## config.mk

```make
export PLATFORM = sky130hd
export DESIGN_NAME = lcd_segment_driver
export DESIGN_NICKNAME = d
export VERILOG_FILES = /design/src/lcd_pkg.sv /design/src/lcd_segment_driver.sv /design/src/lcd_prescaler.sv /design/src/lcd_fetch.sv
export SDC_FILE = /design/constraint.sdc
export NUM_CORES = 1
export LEC_CHECK = 0
export BUFFER_PORTS_ARGS = -buffer_cell sky130_fd_sc_hd__buf_2
export CORE_UTILIZATION = 40
export CTS_CLUSTER_DIAMETER = 30
export CTS_CLUSTER_SIZE = 28
export DETAILED_ROUTE_END_ITERATION = 8
export RECOVER_POWER = 100
export SLEW_MARGIN = 0
export SYNTH_ARGS = -nofsm -noshare
export SYNTH_HDL_FRONTEND = slang
export SYNTH_SLANG_ARGS = --single-unit
```

## constraint.sdc

```tcl
create_clock -name i_clk -period 4.15 [get_ports i_clk]
set_clock_uncertainty 0.05 [all_clocks]
set_input_delay 0.6225 -clock i_clk [delete_from_list [all_inputs] [get_ports i_clk]]
set_output_delay 0.6225 -clock i_clk [all_outputs]
set_load 0.02 [all_outputs]
```

## src/lcd_pkg.sv

```systemverilog
package lcd_pkg;
	localparam int SEGS = 20;
	localparam int COMS = 4;
	localparam int LVL_W = 3;
	localparam logic [6:0] DISP_FIRST = 7'h20;
	localparam logic [6:0] DISP_LAST = 7'h33;
	localparam logic [4:0] LAST_IDX = 5'h13;
	// Drive methods
	localparam logic [1:0] DUTY_STATIC = 2'h0;
	localparam logic [1:0] DUTY_HALF = 2'h1;
	localparam logic [1:0] DUTY_THIRD = 2'h2;
	localparam logic [1:0] DUTY_QUARTER = 2'h3;
	// Base frequency codes
	localparam logic [1:0] BASE_SEL_0 = 2'h0;
	localparam logic [1:0] BASE_SEL_1 = 2'h1;
	localparam logic [1:0] BASE_SEL_2 = 2'h2;
	localparam logic [1:0] BASE_SEL_3 = 2'h3;
	// Base divider exponents, high clock
	localparam logic [4:0] HI_EXP_3 = 5'h10;
	localparam logic [4:0] HI_EXP_2 = 5'h0f;
	localparam logic [4:0] HI_EXP_1 = 5'h0d;
	localparam logic [4:0] HI_EXP_0 = 5'h0c;
	// Base divider exponents, low clock
	localparam logic [4:0] LO_EXP_2 = 5'h09;
	localparam logic [4:0] LO_EXP_1 = 5'h08;
	// Four slot ticks per base period
	localparam logic [4:0] SLOT_EXP = 5'h02;
	// Pin levels in sixths of the panel voltage below the top supply
	localparam logic [2:0] LV_TOP = 3'h0;
	localparam logic [2:0] LV_THIRD = 3'h2;
	localparam logic [2:0] LV_HALF = 3'h3;
	localparam logic [2:0] LV_TWO_THIRD = 3'h4;
	localparam logic [2:0] LV_BOTTOM = 3'h6;
	localparam logic [SEGS*LVL_W-1:0] SEG_RESET = '0;
	localparam logic [COMS*LVL_W-1:0] COM_RESET = '0;
	localparam logic [1:0] SLOT_RESET = 2'h0;
	typedef enum logic [1:0] {
		SW_OPEN = 2'b01,
		SW_CLOSED = 2'b10
	} switch_type;
endpackage : lcd_pkg

```

## src/lcd_segment_driver.sv

```systemverilog
// Overview of operation
// - Low clock bases: 2^9, 2^8; duty-scaled frames
// - Reset opens the panel power switch
// - Switch open: all pins at top supply
// - Display enable closes the power switch
// - Switch stays closed through blanking
// - Hold opens switch, display off
// - Hold release restores prior switch state
// - Display data from words 20h to 33h
// - Hardware fetches display data autonomously
// - Data one lights, zero leaves dark
// - Lit only at full panel voltage
// - Blanking drives non-lighting common level
// - Segments follow data while blanked
// - Static unlit segment: zero voltage
// - Static blanking: common at half level
// - Outputs defined from reset onward
// - Duty select picks one of four methods
// - High clock bases 2^16,2^15,2^13,2^12
`timescale 1ns/1ps
module lcd_segment_driver import lcd_pkg::*; (
	input wire logic i_clk,
	input wire logic i_rst_b,
	input wire logic i_hold,
	input wire logic i_display_enable_bit,
	input wire logic [1:0] i_duty_select,
	input wire logic [1:0] i_base_freq_select,
	input wire logic i_dual_clock_mode,
	input wire logic i_low_clk,
	input wire logic [3:0] i_mem_data,
	output logic [6:0] o_mem_addr,
	output logic o_power_switch,
	output logic [SEGS*LVL_W-1:0] o_segment_output,
	output logic [COMS*LVL_W-1:0] o_common_output
);
	typedef struct packed {
		switch_type sw;
		logic pwr;
		logic [1:0] slot;
		logic pol;
		logic [SEGS*LVL_W-1:0] segment_output;
		logic [COMS*LVL_W-1:0] common_output;
	} drv_type;

	drv_type st;
	drv_type next_st;
	logic tick;
	logic [SEGS*COMS-1:0] cache;
	logic [1:0] last_slot;
	logic [SEGS*LVL_W-1:0] seg_lvls;
	logic [COMS*LVL_W-1:0] com_lvls;

	lcd_prescaler u_prescaler (
		.i_clk(i_clk),
		.i_rst_b(i_rst_b),
		.i_dual_clock_mode(i_dual_clock_mode),
		.i_base_freq_select(i_base_freq_select),
		.i_low_clk(i_low_clk),
		.o_tick(tick)
	);

	lcd_fetch u_fetch (
		.i_clk(i_clk),
		.i_rst_b(i_rst_b),
		.i_mem_data(i_mem_data),
		.o_mem_addr(o_mem_addr),
		.o_cache(cache)
	);

	// Final slot of a frame; static runs four ticks to keep frame = base
	function automatic logic [1:0] frame_last(input logic [1:0] duty);
		logic [1:0] r;
		case (duty)
			DUTY_HALF: r = 2'h1;
			DUTY_THIRD: r = 2'h2;
			default: r = 2'h3;
		endcase
		return r;
	endfunction : frame_last

	// Level of a common not selected in this slot
	function automatic logic [2:0] com_idle(input logic [1:0] duty,
		input logic pol);
		logic [2:0] r;
		case (duty)
			DUTY_STATIC: r = LV_HALF;
			DUTY_HALF: r = LV_HALF;
			default: r = pol ? LV_TWO_THIRD : LV_THIRD;
		endcase
		return r;
	endfunction : com_idle

	// Level of a common in its own slot
	function automatic logic [2:0] com_active(input logic pol);
		return pol ? LV_TOP : LV_BOTTOM;
	endfunction : com_active

	// Segment level for a given data bit
	function automatic logic [2:0] seg_level(input logic [1:0] duty,
		input logic lit, input logic pol);
		logic [2:0] r;
		if (lit) begin
			r = pol ? LV_BOTTOM : LV_TOP;
		end else if (duty == DUTY_THIRD || duty == DUTY_QUARTER) begin
			r = pol ? LV_THIRD : LV_TWO_THIRD;
		end else begin
			r = com_active(pol);
		end
		return r;
	endfunction : seg_level

	assign last_slot = frame_last(i_duty_select);

	generate
		for (genvar c = 0; c < COMS; c++) begin : g_com
			logic [1:0] cidx;
			logic in_use;
			logic chosen;
			assign cidx = 2'(c);
			assign in_use = (i_duty_select == DUTY_STATIC) ? (c == 0)
				: (cidx <= last_slot);
			assign chosen = (i_duty_select == DUTY_STATIC) || (st.slot == cidx);
			assign com_lvls[c*LVL_W +: LVL_W] =
				!i_display_enable_bit ? com_idle(i_duty_select, st.pol)
				: ((in_use && chosen) || i_duty_select == DUTY_STATIC)
				? com_active(st.pol)
				: com_idle(i_duty_select, st.pol);
		end
		for (genvar s = 0; s < SEGS; s++) begin : g_seg
			logic lit;
			// Static uses bit 0 only
			assign lit = (i_duty_select == DUTY_STATIC) ? cache[s*COMS]
				: cache[s*COMS + int'(st.slot)];
			// Segments keep following the data while blanked
			assign seg_lvls[s*LVL_W +: LVL_W] =
				seg_level(i_duty_select, lit, st.pol);
		end
	endgenerate

	always_comb begin
		next_st = st;
		// Switch state survives hold so release restores it
		case (st.sw)
			SW_OPEN: begin
				if (i_display_enable_bit && !i_hold) begin
					next_st.sw = SW_CLOSED;
				end
			end
			SW_CLOSED: begin
				next_st.sw = SW_CLOSED;
			end
			default: begin
				next_st.sw = SW_OPEN;
			end
		endcase
		next_st.pwr = (next_st.sw == SW_CLOSED) && !i_hold;
		if (tick) begin
			if (st.slot >= last_slot) begin
				next_st.slot = SLOT_RESET;
				next_st.pol = ~st.pol;
			end else begin
				next_st.slot = st.slot + 2'h1;
			end
		end
		if (next_st.pwr) begin
			next_st.segment_output = seg_lvls;
			next_st.common_output = com_lvls;
		end else begin
			next_st.segment_output = SEG_RESET;
			next_st.common_output = COM_RESET;
		end
	end

	always_ff @(posedge i_clk or negedge i_rst_b) begin
		if (!i_rst_b) begin
			st.sw <= SW_OPEN;
			st.pwr <= 1'b0;
			st.slot <= SLOT_RESET;
			st.pol <= 1'b0;
			st.segment_output <= SEG_RESET;
			st.common_output <= COM_RESET;
		end else begin
			st <= next_st;
		end
	end

	assign o_power_switch = st.pwr;
	assign o_segment_output = st.segment_output;
	assign o_common_output = st.common_output;

	hold_opens_a: assert property (@(posedge i_clk) disable iff (!i_rst_b)
		i_hold |=> !o_power_switch)
		else $error("Power switch closed during hold");

	enable_closes_a: assert property (@(posedge i_clk) disable iff (!i_rst_b)
		(i_display_enable_bit && !i_hold) |=> o_power_switch)
		else $error("Display enable did not close the switch");

	stays_closed_a: assert property (@(posedge i_clk) disable iff (!i_rst_b)
		(o_power_switch && !i_hold) |=> o_power_switch)
		else $error("Switch opened without reset or hold");

	dark_when_open_a: assert property (@(posedge i_clk) disable iff (!i_rst_b)
		!o_power_switch |-> (o_segment_output == SEG_RESET
			&& o_common_output == COM_RESET))
		else $error("Pins not at top supply with switch open");

	hold_restore_a: assert property (@(posedge i_clk) disable iff (!i_rst_b)
		(st.sw == SW_CLOSED && $fell(i_hold)) |=> o_power_switch)
		else $error("Hold release did not restore the switch");

	static_blank_a: assert property (@(posedge i_clk) disable iff (!i_rst_b)
		(st.sw == SW_CLOSED && !i_hold && !i_display_enable_bit
			&& i_duty_select == DUTY_STATIC)
		|=> o_common_output[2:0] == LV_HALF)
		else $error("Static blanking common not at half level");

	blank_idle_a: assert property (@(posedge i_clk) disable iff (!i_rst_b)
		(st.sw == SW_CLOSED && !i_hold && !i_display_enable_bit
			&& i_duty_select == DUTY_QUARTER)
		|=> (o_common_output[2:0] == LV_THIRD
			|| o_common_output[2:0] == LV_TWO_THIRD))
		else $error("Blanked common at a lighting level");

	static_off_a: assert property (@(posedge i_clk) disable iff (!i_rst_b)
		(st.sw == SW_CLOSED && !i_hold && i_display_enable_bit
			&& i_duty_select == DUTY_STATIC && !cache[0])
		|=> o_segment_output[2:0] == o_common_output[2:0])
		else $error("Static unlit segment has voltage across it");

	lit_full_a: assert property (@(posedge i_clk) disable iff (!i_rst_b)
		(st.sw == SW_CLOSED && !i_hold && i_display_enable_bit
			&& i_duty_select == DUTY_STATIC && cache[0])
		|=> (o_segment_output[2:0] ^ o_common_output[2:0]) == 3'h6)
		else $error("Lit static segment not at full voltage");

	addr_range_a: assert property (@(posedge i_clk) disable iff (!i_rst_b)
		o_mem_addr != 7'h0 |-> (o_mem_addr >= DISP_FIRST
			&& o_mem_addr <= DISP_LAST))
		else $error("Fetch address outside display area");

	slot_step_a: assert property (@(posedge i_clk) disable iff (!i_rst_b)
		(tick && st.slot < last_slot && $stable(i_duty_select))
		|=> st.slot == $past(st.slot) + 2'h1)
		else $error("Slot did not advance on tick");

	frame_wrap_a: assert property (@(posedge i_clk) disable iff (!i_rst_b)
		(tick && st.slot == last_slot) |=> (st.slot == SLOT_RESET
			&& st.pol != $past(st.pol)))
		else $error("Frame did not wrap after last slot");

	fetch_walk_a: assert property (@(posedge i_clk) disable iff (!i_rst_b)
		o_mem_addr == DISP_LAST |=> o_mem_addr == DISP_FIRST)
		else $error("Fetch did not wrap to start of area");

	no_tick_hold_a: assert property (@(posedge i_clk) disable iff (!i_rst_b)
		!tick |=> st.slot == $past(st.slot))
		else $error("Slot moved without a tick");
endmodule : lcd_segment_driver

```

## src/lcd_prescaler.sv

```systemverilog
`timescale 1ns/1ps
module lcd_prescaler import lcd_pkg::*; (
	input wire logic i_clk,
	input wire logic i_rst_b,
	input wire logic i_dual_clock_mode,
	input wire logic [1:0] i_base_freq_select,
	input wire logic i_low_clk,
	output logic o_tick
);
	typedef struct packed {
		logic [15:0] hi_cnt;
		logic [7:0] lo_cnt;
		logic lo_prev;
		logic tick;
	} pre_type;

	pre_type st;
	pre_type next_st;
	logic [4:0] shift;
	logic [15:0] mask;
	logic lo_edge;

	function automatic logic [4:0] base_exp(input logic dual,
		input logic [1:0] sel);
		logic [4:0] e;
		e = HI_EXP_0;
		if (dual) begin
			e = sel[1] ? LO_EXP_2 : LO_EXP_1;
		end else begin
			case (sel)
				BASE_SEL_3: e = HI_EXP_3;
				BASE_SEL_2: e = HI_EXP_2;
				BASE_SEL_1: e = HI_EXP_1;
				default: e = HI_EXP_0;
			endcase
		end
		return e;
	endfunction : base_exp

	always_comb begin
		next_st = st;
		shift = base_exp(i_dual_clock_mode, i_base_freq_select) - SLOT_EXP;
		mask = (16'h1 << shift) - 16'h1;
		lo_edge = i_low_clk & ~st.lo_prev;
		next_st.lo_prev = i_low_clk;
		next_st.hi_cnt = st.hi_cnt + 16'h1;
		next_st.tick = 1'b0;
		if (i_dual_clock_mode) begin
			if (lo_edge) begin
				next_st.lo_cnt = st.lo_cnt + 8'h1;
				next_st.tick = (st.lo_cnt & mask[7:0]) == mask[7:0];
			end
		end else begin
			next_st.tick = (st.hi_cnt & mask) == mask;
		end
	end

	always_ff @(posedge i_clk or negedge i_rst_b) begin
		if (!i_rst_b) begin
			st <= '0;
		end else begin
			st <= next_st;
		end
	end

	assign o_tick = st.tick;
endmodule : lcd_prescaler

```

## src/lcd_fetch.sv

```systemverilog
`timescale 1ns/1ps
module lcd_fetch import lcd_pkg::*; (
	input wire logic i_clk,
	input wire logic i_rst_b,
	input wire logic [3:0] i_mem_data,
	output logic [6:0] o_mem_addr,
	output logic [SEGS*COMS-1:0] o_cache
);
	typedef struct packed {
		logic [4:0] idx;
		logic [4:0] idx_d;
		logic primed;
		logic [6:0] addr;
		logic [SEGS-1:0][COMS-1:0] cache;
	} fetch_type;

	fetch_type st;
	fetch_type next_st;

	// Walks the display area endlessly; data for the address shown is captured at the next edge
	always_comb begin
		next_st = st;
		next_st.idx = (st.idx == LAST_IDX) ? 5'h0 : st.idx + 5'h1;
		next_st.idx_d = st.idx;
		next_st.primed = 1'b1;
		next_st.addr = DISP_FIRST + {2'h0, st.idx};
		if (st.primed) begin
			next_st.cache[st.idx_d] = i_mem_data;
		end
	end

	always_ff @(posedge i_clk or negedge i_rst_b) begin
		if (!i_rst_b) begin
			st <= '0;
		end else begin
			st <= next_st;
		end
	end

	assign o_mem_addr = st.addr;
	assign o_cache = st.cache;
endmodule : lcd_fetch

```

==> report_table.html, run 1 <==
<table>
<tr><th>Metric</th><th>Value</th></tr>
<tr><th colspan="2">Outcome</th></tr>
<tr><td>Status</td><td>complete, but fails checks</td></tr>
<tr><td>Violated checks</td><td>max-capacitance violations, max-slew violations</td></tr>
<tr><th colspan="2">STA</th></tr>
<tr><td>Final hold violation count</td><td>0</td></tr>
<tr><td>Final clock period utilization by the worst path</td><td>0.644</td></tr>
<tr><td>Worst hold slack across all endpoints</td><td>0.305 ns</td></tr>
<tr><td>Maximum clock frequency</td><td>374 MHz</td></tr>
<tr><td>Min Tclk post-route</td><td>2.67 ns</td></tr>
<tr><td>Slew at the pin closest to its max-slew limit</td><td>2.50 ns</td></tr>
<tr><td>Final setup fails</td><td>0</td></tr>
<tr><td>Unrepaired setup endpoints after global routing</td><td>false</td></tr>
<tr><td>Pins Over Slew Limit</td><td>101</td></tr>
<tr><td>Worst slew margin</td><td>-0.666</td></tr>
<tr><td>Final sum of negative setup slack</td><td>0 ns</td></tr>
<tr><td>Setup WS post-layout</td><td>1.48 ns</td></tr>
<tr><th colspan="2">CTS</th></tr>
<tr><td>Sink count of the clock tree</td><td>172</td></tr>
<tr><td>CTS tree</td><td>built</td></tr>
<tr><td>Clock tree buffer depth</td><td>2</td></tr>
<tr><td>Clock network latency to the later pin of the worst-skew pair</td><td>0.43 ns</td></tr>
<tr><td>Clock Tree Root</td><td>clkbuf_16</td></tr>
<tr><td>Hold-fix buffers at CTS</td><td>0</td></tr>
<tr><td>Number of resized instances in the post-cts repair step</td><td>0</td></tr>
<tr><td>Deepest level of the CTS H-tree</td><td>4</td></tr>
<tr><td>Post-CTS setup repair buffer count</td><td>0</td></tr>
<tr><td>Cts bufs inserted</td><td>17</td></tr>
<tr><td>Register clock-pin slew on the reported worst setup and hold paths</td><td>0.06 ns</td></tr>
<tr><th colspan="2">Yosys</th></tr>
<tr><td>Register bit total from synthesis</td><td>172</td></tr>
<tr><td>Library cell with the highest instance count after synthesis</td><td>dfrtp_1</td></tr>
<tr><td>Most frequent cells after synthesis</td><td>171 x dfrtp_1, 81 x mux2_2, 76 x buf_4, 61 x mux2i_1, 35 x nor2_1</td></tr>
<tr><td>Post-synth ARST share</td><td>1.00</td></tr>
<tr><td>Syn Std Cell Area</td><td>8560 um^2</td></tr>
<tr><td>Leading area contributor after synthesis</td><td>dfrtp_1</td></tr>
<tr><td>EDFF count, synth</td><td>0</td></tr>
<tr><td>Sequential area share after synthesis</td><td>0.503</td></tr>
<tr><td>Avg Synthesized Cell Area</td><td>12.1 um^2</td></tr>
<tr><td>Number of instances in the synthesized netlist</td><td>708</td></tr>
<tr><td>Synth top area cells</td><td>dfrtp_1 50%, mux2_2 11%, mux2i_1 7.1%, buf_4 6.7%, a221oi_1 3.4%</td></tr>
<tr><td>Ys flop type</td><td>dfrtp_1</td></tr>
<tr><td>Synth cell types</td><td>53</td></tr>
<tr><td>Count of warnings emitted by yosys</td><td>0</td></tr>
<tr><td>Area share of the largest cell type after synthesis</td><td>0.500</td></tr>
<tr><th colspan="2">GRT</th></tr>
<tr><td>Vias in the first global route</td><td>5,427</td></tr>
<tr><td>GRT Residual Overflow</td><td>0</td></tr>
<tr><td>Maximum number of pins on one net before global-route repair</td><td>102</td></tr>
<tr><td>Total GRT Usage</td><td>0.174</td></tr>
<tr><td>First-pass GRT wire length</td><td>29.3 mm</td></tr>
<tr><td>Initial antenna violation count</td><td>0</td></tr>
<tr><th colspan="2">Floorplanning</th></tr>
<tr><td>Die extent in x</td><td>148 um</td></tr>
<tr><td>Height of the chip</td><td>148 um</td></tr>
<tr><td>Floorplan row count</td><td>53</td></tr>
<tr><td>Standard cell core area</td><td>21,000 um^2</td></tr>
<tr><td>I/O Pins</td><td>94</td></tr>
<tr><td>Die area</td><td>22,000 um^2</td></tr>
<tr><td>Starting density of the core</td><td>0.407</td></tr>
<tr><th colspan="2">Setup path</th></tr>
<tr><td>Max incr delay on CP</td><td>0.70 ns</td></tr>
<tr><td>Cell with the largest stage delay on the worst path</td><td>a311oi_1</td></tr>
<tr><td>Cell-by-cell trace of the critical path</td><td>ha_1, nor2_1, a311oi_1, nand3_4, mux2i_1</td></tr>
<tr><td>Depth of the critical timing path with buffers and inverters included</td><td>5</td></tr>
<tr><td>CP arrival</td><td>2.95 ns</td></tr>
<tr><td>Data required time of the worst path</td><td>4.43 ns</td></tr>
<tr><td>Largest delay contributor family on the critical path</td><td>compound AO/OA/AOI/OAI gates</td></tr>
<tr><td>Element type at the critical path start</td><td>flop</td></tr>
<tr><td>Crit path capture type</td><td>flop</td></tr>
<tr><td>Reg2Reg Depth</td><td>5</td></tr>
<tr><td>Worst path buffer plus inverter count</td><td>0</td></tr>
<tr><td>Classification of the worst setup path</td><td>flop to flop</td></tr>
<tr><td>CP max FO</td><td>40</td></tr>
<tr><th colspan="2">Route</th></tr>
<tr><td>First-pass iteration count of the detailed router</td><td>4</td></tr>
<tr><td>Count of vias placed by the detailed router</td><td>5,188</td></tr>
<tr><td>Per-cell via count in the routed design</td><td>5.20</td></tr>
<tr><td>DRC violation count after routing</td><td>0</td></tr>
<tr><td>Overall routed net length</td><td>17.6 mm</td></tr>
<tr><td>DRT iter0 DRCs</td><td>204</td></tr>
<tr><td>Antenna Violating Nets Remaining</td><td>0</td></tr>
<tr><td>Routed length per instance</td><td>17.7 um</td></tr>
<tr><th colspan="2">Flow run</th></tr>
<tr><td>Max-capacitance violation count</td><td>1</td></tr>
<tr><th colspan="2">Placed design</th></tr>
<tr><td>Half-perimeter wire length after placement</td><td>11.2 mm</td></tr>
<tr><td>Worst Setup Slack post-DPL</td><td>1.06 ns</td></tr>
<tr><td>Buffers on Ports</td><td>72</td></tr>
<tr><td>GP Congestion</td><td>0.734</td></tr>
<tr><th colspan="2">Layout</th></tr>
<tr><td>Area Growth Syn to Fin</td><td>5.59%</td></tr>
<tr><td>Total number of nets in the final design</td><td>740</td></tr>
<tr><td>Share of post-route cells with drive strength above 1</td><td>0.194</td></tr>
<tr><td>Total inserted antenna cells</td><td>0</td></tr>
<tr><td>Filler cells</td><td>1,951</td></tr>
<tr><th colspan="2">Power and ir drop</th></tr>
<tr><td>Power density over cell area</td><td>420 nW/um^2</td></tr>
<tr><td>Leak pwr</td><td>0.00419 uW</td></tr>
<tr><td>IR drop worst, VDD</td><td>0.000220 V</td></tr>
<tr><th colspan="2">Worst hold path</th></tr>
<tr><td>Number of cells on the worst hold path</td><td>1</td></tr>
<tr><td>Min-delay worst type</td><td>input port to flop</td></tr>
</table>
## final cells by class
cell class	count	area [um^2]	area share
clock buffer	23	488	0.0540
inverter	12	45.0	0.00499
multi-input combinational	433	3460	0.383
timing repair buffer	76	327	0.0361
clock inverter	7	65.1	0.00720
sequential	172	4310	0.477
tap	275	344	0.0381
## power by group
group,leakage [uW],switching [uW],internal [uW],total (uW)
clock network,0.000271,620,878,1500
logic,0.00180,254,169,423
registers,0.00212,74.0,1800,1880
total,0.00419,948,2850,3800
## final timing paths
path	slack [ns]	end	startpoint
worst max register to register	1.48	o_segment_output[2]	st[76]
worst min register to register	0.36	u_fetch.st[89]	u_fetch.next_st[89]
worst max-delay path	1.48	o_segment_output[2]	st[76]
max in group asynchronous	1.51	st[74]	i_rst_b
min in group asynchronous	0.92	o_segment_output[16]	i_rst_b
worst min-delay path	0.31	u_prescaler.st[1]	i_low_clk
## cell families (layout without fill, tap and decap cells)
logic type / Yosys count / in the layout / share of synthesized area
other: 2 / 22 / 0.000878
AOI/OAI and AO/OA: 88 / 88 / 0.0847
muxes: 142 / 142 / 0.178
adders and majority gates: 14 / 14 / 0.0205
DFF: 172 / 172 / 0.503
and+or+nand+nor: 146 / 146 / 0.0917
buffers and inverters: 123 / 118 / 0.0996
xor gates and xnor gates: 21 / 21 / 0.0215
## cell usage in the layout, fill, tap and decap left out, types with 12 or more instances in the layout
cell type / netlist / routed
a221oi_1: 33 / 33
clkbuf_1: 17 / 63
clkbuf_16: 0 / 17
conb_1: 2 / 22
dfrtp_1: 171 / 170
ha_1: 14 / 14
inv_1: 11 / 12
mux2_2: 81 / 81
mux2i_1: 61 / 61
nand2_1: 27 / 28
nand2b_1: 22 / 22
nand3_1: 16 / 16
nor2_1: 35 / 35
o22ai_1: 20 / 20
xnor2_1: 13 / 13
## state kept, by name, summed over array words and instances (netlist names)
register,cells
o_common_output,11
o_power_switch,1
o_segment_output,40
st,5
u_fetch.next_st,5
u_fetch.o_cache,80
u_fetch.o_mem_addr,2
u_fetch.st,4
u_prescaler.o_tick,1
u_prescaler.st,23
## metrics by stage
| stage | instance area (um^2) | utilization | cells | power [uW] |
|---|---|---|---|---|
| 2_1_floorplan | 8630 | - | 728 | 2250 |
| 3_3_place_gp | 8590 | 0.408 | 968 | 2320 |
| 3_5_place_dp | 8590 | 0.408 | 968 | 2340 |
| 4_1_cts | 9140 | 0.435 | 998 | 3860 |
| 5_1_grt | 9030 | 0.430 | 998 | 3970 |
| 6_report | 9030 | 0.430 | 998 | 3800 |
## metal layers
metal  track usage  wire length [um]
met5             0                 0
met4        0.0649               334
met3        0.0383               784
met2         0.280              8450
met1         0.231              8070
No activity file was read; power rests on OpenSTA's default activity.
==> run 2, diff against run 1 <==
==> constraint.sdc (replaced) <==
create_clock -name i_clk -period 2.7 [get_ports i_clk]
set_clock_uncertainty 0.05 [all_clocks]
set_input_delay 0.405 -clock i_clk [delete_from_list [all_inputs] [get_ports i_clk]]
set_output_delay 0.405 -clock i_clk [all_outputs]
set_load 0.02 [all_outputs]
==> report_table.html, run 2 (synthesized netlist as in run 1, its figures left out) <==
<table>
<tr><th>Metric</th><th>Value</th></tr>
<tr><th colspan="2">Route</th></tr>
<tr><td>DRC violation count after routing</td><td>0 (unchanged)</td></tr>
<tr><td>Count of vias placed by the detailed router</td><td>5,268 (+1.5%)</td></tr>
<tr><td>Overall routed net length</td><td>17.9 mm (+1.6%)</td></tr>
<tr><td>Routed length per instance</td><td>17.7 um (+0.45%)</td></tr>
<tr><td>Per-cell via count in the routed design</td><td>5.22 (+0.44%)</td></tr>
<tr><td>Antenna Violating Nets Remaining</td><td>0 (unchanged)</td></tr>
<tr><td>DRT iter0 DRCs</td><td>240 (+18%)</td></tr>
<tr><td>First-pass iteration count of the detailed router</td><td>4 (unchanged)</td></tr>
<tr><th colspan="2">Setup path</th></tr>
<tr><td>Largest delay contributor family on the critical path</td><td>simple AND/OR/NAND/NOR gates</td></tr>
<tr><td>Cell with the largest stage delay on the worst path</td><td>dfstp_2</td></tr>
<tr><td>Max incr delay on CP</td><td>0.58 ns (-0.12 ns)</td></tr>
<tr><td>Cell-by-cell trace of the critical path</td><td>ha_1, nor2_1, a311oi_4, nand3_4, mux2i_1</td></tr>
<tr><td>Data required time of the worst path</td><td>2.97 ns (-1.46 ns)</td></tr>
<tr><td>Worst flop-to-flop path endpoint</td><td>o_segment_output[29]</td></tr>
<tr><td>Reg2Reg Depth</td><td>5 (unchanged)</td></tr>
<tr><td>Reg2Reg Launch Point</td><td>st[76]</td></tr>
<tr><td>CP max FO</td><td>40 (unchanged)</td></tr>
<tr><td>Worst path buffer plus inverter count</td><td>0 (unchanged)</td></tr>
<tr><td>Setup slack, reg-to-reg</td><td>0.29 ns (-1.19 ns)</td></tr>
<tr><td>CP arrival</td><td>2.68 ns (-0.27 ns)</td></tr>
<tr><td>Classification of the worst setup path</td><td>flop to flop</td></tr>
<tr><td>Crit path capture type</td><td>flop</td></tr>
<tr><td>Element type at the critical path start</td><td>flop</td></tr>
<tr><td>Depth of the critical timing path with buffers and inverters included</td><td>5 (unchanged)</td></tr>
<tr><th colspan="2">Layout</th></tr>
<tr><td>Number of flip-flops under the largest register name</td><td>80 (unchanged)</td></tr>
<tr><td>Share of post-route cells with drive strength above 1</td><td>0.206 (+0.0121)</td></tr>
<tr><td>Area taken by flip-flops and latches</td><td>4310 um^2 (unchanged)</td></tr>
<tr><td>Area Growth Syn to Fin</td><td>7.53%</td></tr>
<tr><td>Commonest non-fill, non-tap cells in the layout</td><td>170 x dfrtp_1, 81 x mux2_2, 63 x clkbuf_1, 61 x mux2i_1, 36 x nor2_1</td></tr>
<tr><td>Multi-input combinational cell area</td><td>3470 um^2 (+0.43%)</td></tr>
<tr><td>Filler cells</td><td>1,947 (-0.21%)</td></tr>
<tr><td>Total inserted antenna cells</td><td>0 (unchanged)</td></tr>
<tr><td>Final Non-Filler Cells</td><td>1,009 (+1.1%)</td></tr>
<tr><td>Total number of nets in the final design</td><td>749 (+1.2%)</td></tr>
<tr><td>Final cell utilization of the core</td><td>0.438 (+0.00792)</td></tr>
<tr><td>Most common library cell in the layout ignoring fill and taps</td><td>dfrtp_1</td></tr>
<tr><th colspan="2">GRT</th></tr>
<tr><td>GRT busiest layer</td><td>met2</td></tr>
<tr><td>Maximum number of pins on one net before global-route repair</td><td>72 (-29%)</td></tr>
<tr><td>Initial antenna violation count</td><td>0 (unchanged)</td></tr>
<tr><td>GRT Residual Overflow</td><td>0 (unchanged)</td></tr>
<tr><td>First-pass GRT wire length</td><td>29.3 mm (-0.12%)</td></tr>
<tr><td>GR Util met3</td><td>0.0448 (+0.00644)</td></tr>
<tr><td>Vias in the first global route</td><td>5,522 (+1.8%)</td></tr>
<tr><td>Global-route track usage on met2</td><td>0.284 (+0.00446)</td></tr>
<tr><td>GR Layer Usage met1</td><td>0.223 (-0.00795)</td></tr>
<tr><td>Total GRT Usage</td><td>0.173 (-0.00115)</td></tr>
<tr><th colspan="2">STA</th></tr>
<tr><td>Final clock period utilization by the worst path</td><td>0.892 (+0.249)</td></tr>
<tr><td>Min Tclk post-route</td><td>2.41 ns (-0.262 ns)</td></tr>
<tr><td>Final setup fails</td><td>0 (unchanged)</td></tr>
<tr><td>Worst slew margin</td><td>0.176 (+0.842)</td></tr>
<tr><td>Worst hold slack across all endpoints</td><td>0.0960 ns (-0.209 ns)</td></tr>
<tr><td>Unrepaired setup endpoints after global routing</td><td>false</td></tr>
<tr><td>Maximum clock frequency</td><td>415 MHz (+11%)</td></tr>
<tr><td>Final sum of negative setup slack</td><td>0 ns (unchanged)</td></tr>
<tr><td>Slew at the pin closest to its max-slew limit</td><td>1.24 ns (-1.26 ns)</td></tr>
<tr><td>Final hold violation count</td><td>0 (unchanged)</td></tr>
<tr><td>Pins Over Slew Limit</td><td>0 (-100%)</td></tr>
<tr><th colspan="2">Placed design</th></tr>
<tr><td>GP Congestion</td><td>0.762 (+3.9%)</td></tr>
<tr><td>Placed cells</td><td>976 (+0.83%)</td></tr>
<tr><td>Buffers on Ports</td><td>72 (unchanged)</td></tr>
<tr><td>Half-perimeter wire length after placement</td><td>11.8 mm (+4.7%)</td></tr>
<tr><th colspan="2">Floorplanning</th></tr>
<tr><td>I/O Pins</td><td>94 (unchanged)</td></tr>
<tr><td>Die extent in x</td><td>148 um (unchanged)</td></tr>
<tr><td>Starting density of the core</td><td>0.407 (unchanged)</td></tr>
<tr><td>Floorplan row count</td><td>53 (unchanged)</td></tr>
<tr><td>Height of the chip</td><td>148 um (unchanged)</td></tr>
<tr><td>Die area</td><td>22,000 um^2 (unchanged)</td></tr>
<tr><td>Standard cell core area</td><td>21,000 um^2 (unchanged)</td></tr>
<tr><th colspan="2">Power and ir drop</th></tr>
<tr><td>IR drop worst, VDD</td><td>0.000327 V (+48%)</td></tr>
<tr><td>Leak pwr</td><td>0.00427 uW (+1.9%)</td></tr>
<tr><td>Post-layout total power</td><td>6140 uW (+62%)</td></tr>
<tr><td>Power density over cell area</td><td>668 nW/um^2 (+59%)</td></tr>
<tr><th colspan="2">Worst hold path</th></tr>
<tr><td>Hold path endpoint</td><td>u_prescaler.st[1]</td></tr>
<tr><td>Min-delay worst type</td><td>input port to flop</td></tr>
<tr><td>Min-delay src</td><td>i_low_clk</td></tr>
<tr><td>Number of cells on the worst hold path</td><td>1 (unchanged)</td></tr>
<tr><th colspan="2">CTS</th></tr>
<tr><td>Register clock-pin slew on the reported worst setup and hold paths</td><td>0.06 ns (about the same)</td></tr>
<tr><td>Sink count of the clock tree</td><td>172 (unchanged)</td></tr>
<tr><td>Clock network latency to the later pin of the worst-skew pair</td><td>0.42 ns (about the same)</td></tr>
<tr><td>Clock Tree Root</td><td>clkbuf_16</td></tr>
<tr><td>Cts bufs inserted</td><td>17 (unchanged)</td></tr>
<tr><td>Deepest level of the CTS H-tree</td><td>4 (unchanged)</td></tr>
<tr><td>CTS tree</td><td>built</td></tr>
<tr><td>Clock tree buffer depth</td><td>2 (unchanged)</td></tr>
<tr><th colspan="2">Flow run</th></tr>
<tr><td>Max-capacitance violation count</td><td>0 (-1)</td></tr>
<tr><th colspan="2">Outcome</th></tr>
<tr><td>Status</td><td>finished clean</td></tr>
</table>
-- run 2: changes by cell type in the layout (fill, tap and decap cells not counted), sizes merged --
cell / change
buf: +8
bufinv: +3
clkinv: -2
clkbuf: -1
clkinvlp: +1
dlygate4sd3: +1
inv: +1
-- run 2: power breakdown --
part / leakage [uW] / total, uW / internal [uW] / switching, uW
clock network: 0.000303 / 2600 / 1620 / 978
registers: 0.00212 / 2880 / 2770 / 111
logic: 0.00185 / 661 / 263 / 398
total: 0.00427 / 6140 / 4660 / 1490
-- run 2: repair_timing --
item                                    CTS  global route
endpoints found under the hold margin    68             0
endpoints found under the setup margin    0             0
buffers inserted                          0             0
gates resized for setup                   0             0
hold buffers                              1             0
-- run 2: stage by stage --
stage               area [um^2]  setup slack [ns]
floorplan                  8630             0.880
global placement           8670             0.490
detailed placement         8670             0.332
CTS                        9310             0.316
global route               9200            0.0676
finish                     9200             0.291
-- run 2: worst reg2reg max path, delay by kind of cell, from the launching register on --
kind,cells,cell delay (ns)
simple gates,2,0.62
fa+ha+maj,1,0.26
flops,1,0.58
compound gates,1,0.43
mux,1,0.38
-- run 2: layout make-up --
cell class / instances / share of cell area
Sequential cell: 172 / 0.468
Multi-Input combinational cell: 433 / 0.378
Clock buffer: 22 / 0.0515
Timing Repair Buffer: 85 / 0.0430
Tap cell: 275 / 0.0374
Clock inverter: 10 / 0.0175
Inverter: 12 / 0.00490
-- run 2: how the worst max path moves through the flow --
stage,from,endpoint
final,st[76],o_segment_output[29]
after global routing,i_rst_b,u_fetch.o_cache[78]
after CTS,st[76],o_segment_output[29]
after detailed placement,st[76],o_segment_output[53]
after global placement,st[76],o_segment_output[26]
after floorplan,st[76],o_segment_output[10]
-- run 2: per-layer routing --
| metal | wire (um) | part of all wire | up-vias |
|---|---|---|---|
| met1 | 8030 | 0.45 | 2679 |
| met4 | 246 | 0.014 | 0 |
| met3 | 822 | 0.046 | 18 |
| met5 | 0 | 0 | - |
| li1 | - | - | 2445 |
| met2 | 8810 | 0.49 | 126 |
==> run 3, diff against run 2 <==
--- a/config.mk
+++ b/config.mk
@@ -10,8 +10,10 @@
 export CTS_CLUSTER_DIAMETER = 30
 export CTS_CLUSTER_SIZE = 28
 export DETAILED_ROUTE_END_ITERATION = 8
+export GPL_TIMING_DRIVEN = 0
 export RECOVER_POWER = 100
 export SLEW_MARGIN = 0
 export SYNTH_ARGS = -nofsm -noshare
 export SYNTH_HDL_FRONTEND = slang
+export SYNTH_HIERARCHICAL = 1
 export SYNTH_SLANG_ARGS = --single-unit
==> report_table.html, run 3 <==
<table>
<tr><th>Metric</th><th>Value</th></tr>
<tr><th colspan="2">Route</th></tr>
<tr><td>Routed length per instance</td><td>17.5 um (-1.4%)</td></tr>
<tr><td>Antenna Violating Nets Remaining</td><td>0 (unchanged)</td></tr>
<tr><td>DRC violation count after routing</td><td>0 (unchanged)</td></tr>
<tr><td>Count of vias placed by the detailed router</td><td>6,087 (+16%)</td></tr>
<tr><td>DRT iter0 DRCs</td><td>381 (+59%)</td></tr>
<tr><td>Per-cell via count in the routed design</td><td>5.11 (-2.1%)</td></tr>
<tr><td>First-pass iteration count of the detailed router</td><td>4 (unchanged)</td></tr>
<tr><td>Overall routed net length</td><td>20.8 mm (+16%)</td></tr>
<tr><th colspan="2">Setup path</th></tr>
<tr><td>Element type at the critical path start</td><td>input port</td></tr>
<tr><td>Reg2Reg Depth</td><td>6 (+1)</td></tr>
<tr><td>Setup slack, reg-to-reg</td><td>0.27 ns (-0.02 ns)</td></tr>
<tr><td>Data required time of the worst path</td><td>3.01 ns (+0.04 ns)</td></tr>
<tr><td>Most frequent CP cell</td><td>buf_2</td></tr>
<tr><td>End point of the critical path</td><td>u_prescaler/o_tick</td></tr>
<tr><td>Cell with the largest stage delay on the worst path</td><td>ha_2</td></tr>
<tr><td>CP arrival</td><td>2.83 ns (+0.15 ns)</td></tr>
<tr><td>Worst flop-to-flop path endpoint</td><td>o_segment_output[29]</td></tr>
<tr><td>Crit path capture type</td><td>flop</td></tr>
<tr><td>Reg2Reg Launch Point</td><td>st[76]</td></tr>
<tr><td>Cell-by-cell trace of the critical path</td><td>buf_2, ha_1, buf_2, buf_2, or2_2, ha_2, buf_6, nor2_4, a2111oi_4, o21ai_1, a211oi_2, a31o_1</td></tr>
<tr><td>CP max FO</td><td>10 (-75%)</td></tr>
<tr><td>Beginning of the critical path</td><td>i_base_freq_select[0]</td></tr>
<tr><td>Max incr delay on CP</td><td>0.41 ns (-0.17 ns)</td></tr>
<tr><td>Classification of the worst setup path</td><td>input port to flop</td></tr>
<tr><th colspan="2">Layout</th></tr>
<tr><td>Total inserted antenna cells</td><td>0 (unchanged)</td></tr>
<tr><td>Commonest non-fill, non-tap cells in the layout</td><td>173 x dfrtp_1, 82 x mux2_2, 78 x buf_4, 75 x clkbuf_1, 63 x mux2i_1</td></tr>
<tr><td>Total number of nets in the final design</td><td>922 (+23%)</td></tr>
<tr><td>Most common library cell in the layout ignoring fill and taps</td><td>dfrtp_1</td></tr>
<tr><td>Area Growth Syn to Fin</td><td>13.7%</td></tr>
<tr><td>Final Non-Filler Cells</td><td>1,191 (+18%)</td></tr>
<tr><td>Share of post-route cells with drive strength above 1</td><td>0.312 (+0.107)</td></tr>
<tr><td>Number of flip-flops under the largest register name</td><td>80 (unchanged)</td></tr>
<tr><th colspan="2">STA</th></tr>
<tr><td>Unrepaired setup endpoints after global routing</td><td>false</td></tr>
<tr><td>Min Tclk post-route</td><td>2.52 ns (+0.109 ns)</td></tr>
<tr><td>Maximum clock frequency</td><td>397 MHz (-4.3%)</td></tr>
<tr><td>Setup WS post-layout</td><td>0.182 ns (-0.109 ns)</td></tr>
<tr><td>Pins Over Slew Limit</td><td>0 (unchanged)</td></tr>
<tr><td>Worst slew margin</td><td>0.132 (-0.0437)</td></tr>
<tr><td>Slew at the pin closest to its max-slew limit</td><td>1.30 ns (+0.0656 ns)</td></tr>
<tr><td>Final hold violation count</td><td>0 (unchanged)</td></tr>
<tr><td>Final setup fails</td><td>0 (unchanged)</td></tr>
<tr><td>Final clock period utilization by the worst path</td><td>0.933 (+0.0403)</td></tr>
<tr><td>Worst hold slack across all endpoints</td><td>0.0585 ns (-0.0375 ns)</td></tr>
<tr><th colspan="2">CTS</th></tr>
<tr><td>Clock network latency to the later pin of the worst-skew pair</td><td>0.42 ns (about the same)</td></tr>
<tr><td>Cts bufs inserted</td><td>17 (unchanged)</td></tr>
<tr><td>Sink count of the clock tree</td><td>174 (+1.2%)</td></tr>
<tr><td>Post-CTS setup repair buffer count</td><td>0 (unchanged)</td></tr>
<tr><td>Clock Tree Root</td><td>clkbuf_16</td></tr>
<tr><td>Clock tree buffer depth</td><td>2 (unchanged)</td></tr>
<tr><td>Register clock-pin slew on the reported worst setup and hold paths</td><td>0.06 ns (about the same)</td></tr>
<tr><td>CTS tree</td><td>built</td></tr>
<tr><td>Deepest level of the CTS H-tree</td><td>4 (unchanged)</td></tr>
<tr><th colspan="2">Yosys</th></tr>
<tr><td>Sequential area share after synthesis</td><td>0.469 (-0.0344)</td></tr>
<tr><td>Post-synth ARST share</td><td>1.00 (unchanged)</td></tr>
<tr><td>EDFF count, synth</td><td>0 (unchanged)</td></tr>
<tr><td>Most frequent cells after synthesis</td><td>173 x dfrtp_1, 82 x mux2_2, 77 x buf_4, 63 x mux2i_1, 51 x nand2_1</td></tr>
<tr><td>Syn Std Cell Area</td><td>9290 um^2 (+8.6%)</td></tr>
<tr><td>Synth top area cells</td><td>dfrtp_1 47%, mux2_2 9.9%, mux2i_1 6.8%, buf_4 6.2%, a221oi_2 3.1%</td></tr>
<tr><td>Synth cell types</td><td>71 (+34%)</td></tr>
<tr><td>Area share of the largest cell type after synthesis</td><td>0.466 (-0.0342)</td></tr>
<tr><td>Leading area contributor after synthesis</td><td>dfrtp_1</td></tr>
<tr><td>Count of warnings emitted by yosys</td><td>6 (+6)</td></tr>
<tr><td>Library cell with the highest instance count after synthesis</td><td>dfrtp_1</td></tr>
<tr><td>Ys flop type</td><td>dfrtp_1</td></tr>
<tr><td>Register bit total from synthesis</td><td>174 (+1.2%)</td></tr>
<tr><td>Avg Synthesized Cell Area</td><td>11.8 um^2 (-2.3%)</td></tr>
<tr><td>Number of instances in the synthesized netlist</td><td>787 (+11%)</td></tr>
<tr><th colspan="2">Worst hold path</th></tr>
<tr><td>Min-delay worst type</td><td>input port to flop</td></tr>
<tr><td>Number of cells on the worst hold path</td><td>1 (unchanged)</td></tr>
<tr><th colspan="2">GRT</th></tr>
<tr><td>Global-route track usage on met2</td><td>0.279 (-0.00567)</td></tr>
<tr><td>Initial antenna violation count</td><td>0 (unchanged)</td></tr>
<tr><td>Total GRT Usage</td><td>0.182 (+0.00911)</td></tr>
<tr><td>GR Util met3</td><td>0.0289 (-0.0159)</td></tr>
<tr><td>Maximum number of pins on one net before global-route repair</td><td>103 (+43%)</td></tr>
<tr><td>Vias in the first global route</td><td>5,825 (+5.5%)</td></tr>
<tr><td>GR Layer Usage met1</td><td>0.264 (+0.0410)</td></tr>
<tr><td>GRT busiest layer</td><td>met2</td></tr>
<tr><td>GRT Residual Overflow</td><td>0 (unchanged)</td></tr>
<tr><td>First-pass GRT wire length</td><td>33.2 mm (+13%)</td></tr>
<tr><th colspan="2">Flow run</th></tr>
<tr><td>Max-capacitance violation count</td><td>0 (unchanged)</td></tr>
<tr><th colspan="2">Power and ir drop</th></tr>
<tr><td>Post-layout total power</td><td>6440 uW (+4.8%)</td></tr>
<tr><td>IR drop worst, VDD</td><td>0.000406 V (+24%)</td></tr>
<tr><td>Leak pwr</td><td>0.00492 uW (+15%)</td></tr>
<tr><td>Power density over cell area</td><td>610 nW/um^2 (-8.7%)</td></tr>
<tr><th colspan="2">Placed design</th></tr>
<tr><td>Placed cells</td><td>1,158 (+19%)</td></tr>
<tr><td>Buffers on Ports</td><td>66 (-8.3%)</td></tr>
<tr><td>Worst Setup Slack post-DPL</td><td>-0.268 ns (-0.600 ns)</td></tr>
<tr><td>GP Congestion</td><td>0.841 (+10%)</td></tr>
<tr><td>Half-perimeter wire length after placement</td><td>14.0 mm (+19%)</td></tr>
<tr><th colspan="2">Floorplanning</th></tr>
<tr><td>Floorplan row count</td><td>55 (+3.8%)</td></tr>
<tr><td>Die area</td><td>23,800 um^2 (+8.5%)</td></tr>
<tr><td>Die extent in x</td><td>154 um (+4.1%)</td></tr>
<tr><td>Starting density of the core</td><td>0.409 (+0.00209)</td></tr>
<tr><td>I/O Pins</td><td>94 (unchanged)</td></tr>
<tr><td>Height of the chip</td><td>154 um (+4.1%)</td></tr>
<tr><td>Standard cell core area</td><td>22,700 um^2 (+8.0%)</td></tr>
<tr><th colspan="2">Outcome</th></tr>
<tr><td>Status</td><td>finished clean</td></tr>
</table>
## run 3: cell types whose count changed after synthesis, sizes merged, moves of 7 or more
cell / delta
o221ai: +19
nand2b: -11
o21ai: +10
clkbuf: -8
a221oi: -20
nor2: +10
buf: +16
nand3: +7
nand2: +24
## run 3: repair_timing
item | 4_1_cts | 5_1_grt
endpoints found under the setup margin | 0 | 1
hold endpoints to repair | 71 | 0
resized for setup | 0 | 1
hold buffers | 1 | 0
## run 3: stage by stage
step                area (um^2)   util  TNS, ns
CTS                       10700  0.471        0
global route              10600  0.465        0
global placement          10000  0.442  -282.65
detailed placement        10100  0.444   -0.268
finish                    10600  0.465        0
floorplan                  9360      -        0
## run 3: worst min path at each step
stage / from / end / slack (ns)
after detailed placement: u_fetch/next_st[89] / u_fetch/st[89] / 0.35
after floorplan: i_rst_b / o_common_output[0] / 0.06
after global routing: i_low_clk / u_prescaler/st[1] / 0.06
after global placement: u_fetch/next_st[89] / u_fetch/st[89] / 0.35
final: i_low_clk / u_prescaler/st[1] / 0.06
after CTS: i_low_clk / u_prescaler/st[1] / 0.04
## run 3: report_power, final
| part | leakage (uW) | switching, uW | internal, uW |
|---|---|---|---|
| Clock | 0.000302 | 1040 | 1470 |
| Sequential | 0.00215 | 136 | 2810 |
| Combinational | 0.00246 | 548 | 434 |
## run 3: cell type report
cell class	instances	area, um^2
Multi-Input combinational cell	499	4070
Tap cell	285	357
Timing Repair Buffer	68	283
Clock buffer	21	480
Sequential cell	174	4360
Fill cell	2139	12100
Buffer	119	830
Clock inverter	11	129
Inverter	14	55.1
## run 3: critical path: cells and delay by family
kind,cells,cell delay [ns]
and+or+nand+nor,2,0.35
buffers and inverters,4,0.64
adders and majority gates,2,0.59
AOI/OAI and AO/OA,4,0.86
## run 3: cell families (layout without fill, tap and decap cells)
logic type / Yosys count / after routing / synth area share
and+or+nand+nor: 174 / 174 / 0.101
muxes: 145 / 145 / 0.167
DFF: 174 / 174 / 0.469
AOI/OAI and AO/OA: 118 / 118 / 0.122
adders and majority gates: 15 / 15 / 0.0202
xor gates and xnor gates: 25 / 25 / 0.0236
other: 3 / 22 / 0.00121
buffers and inverters: 133 / 233 / 0.0959
## run 3: layer usage
layer,up-vias,share of wire
met3,18,0.033
li1,2932,-
met1,3001,0.50
met5,-,0
met4,0,0.013
met2,136,0.46
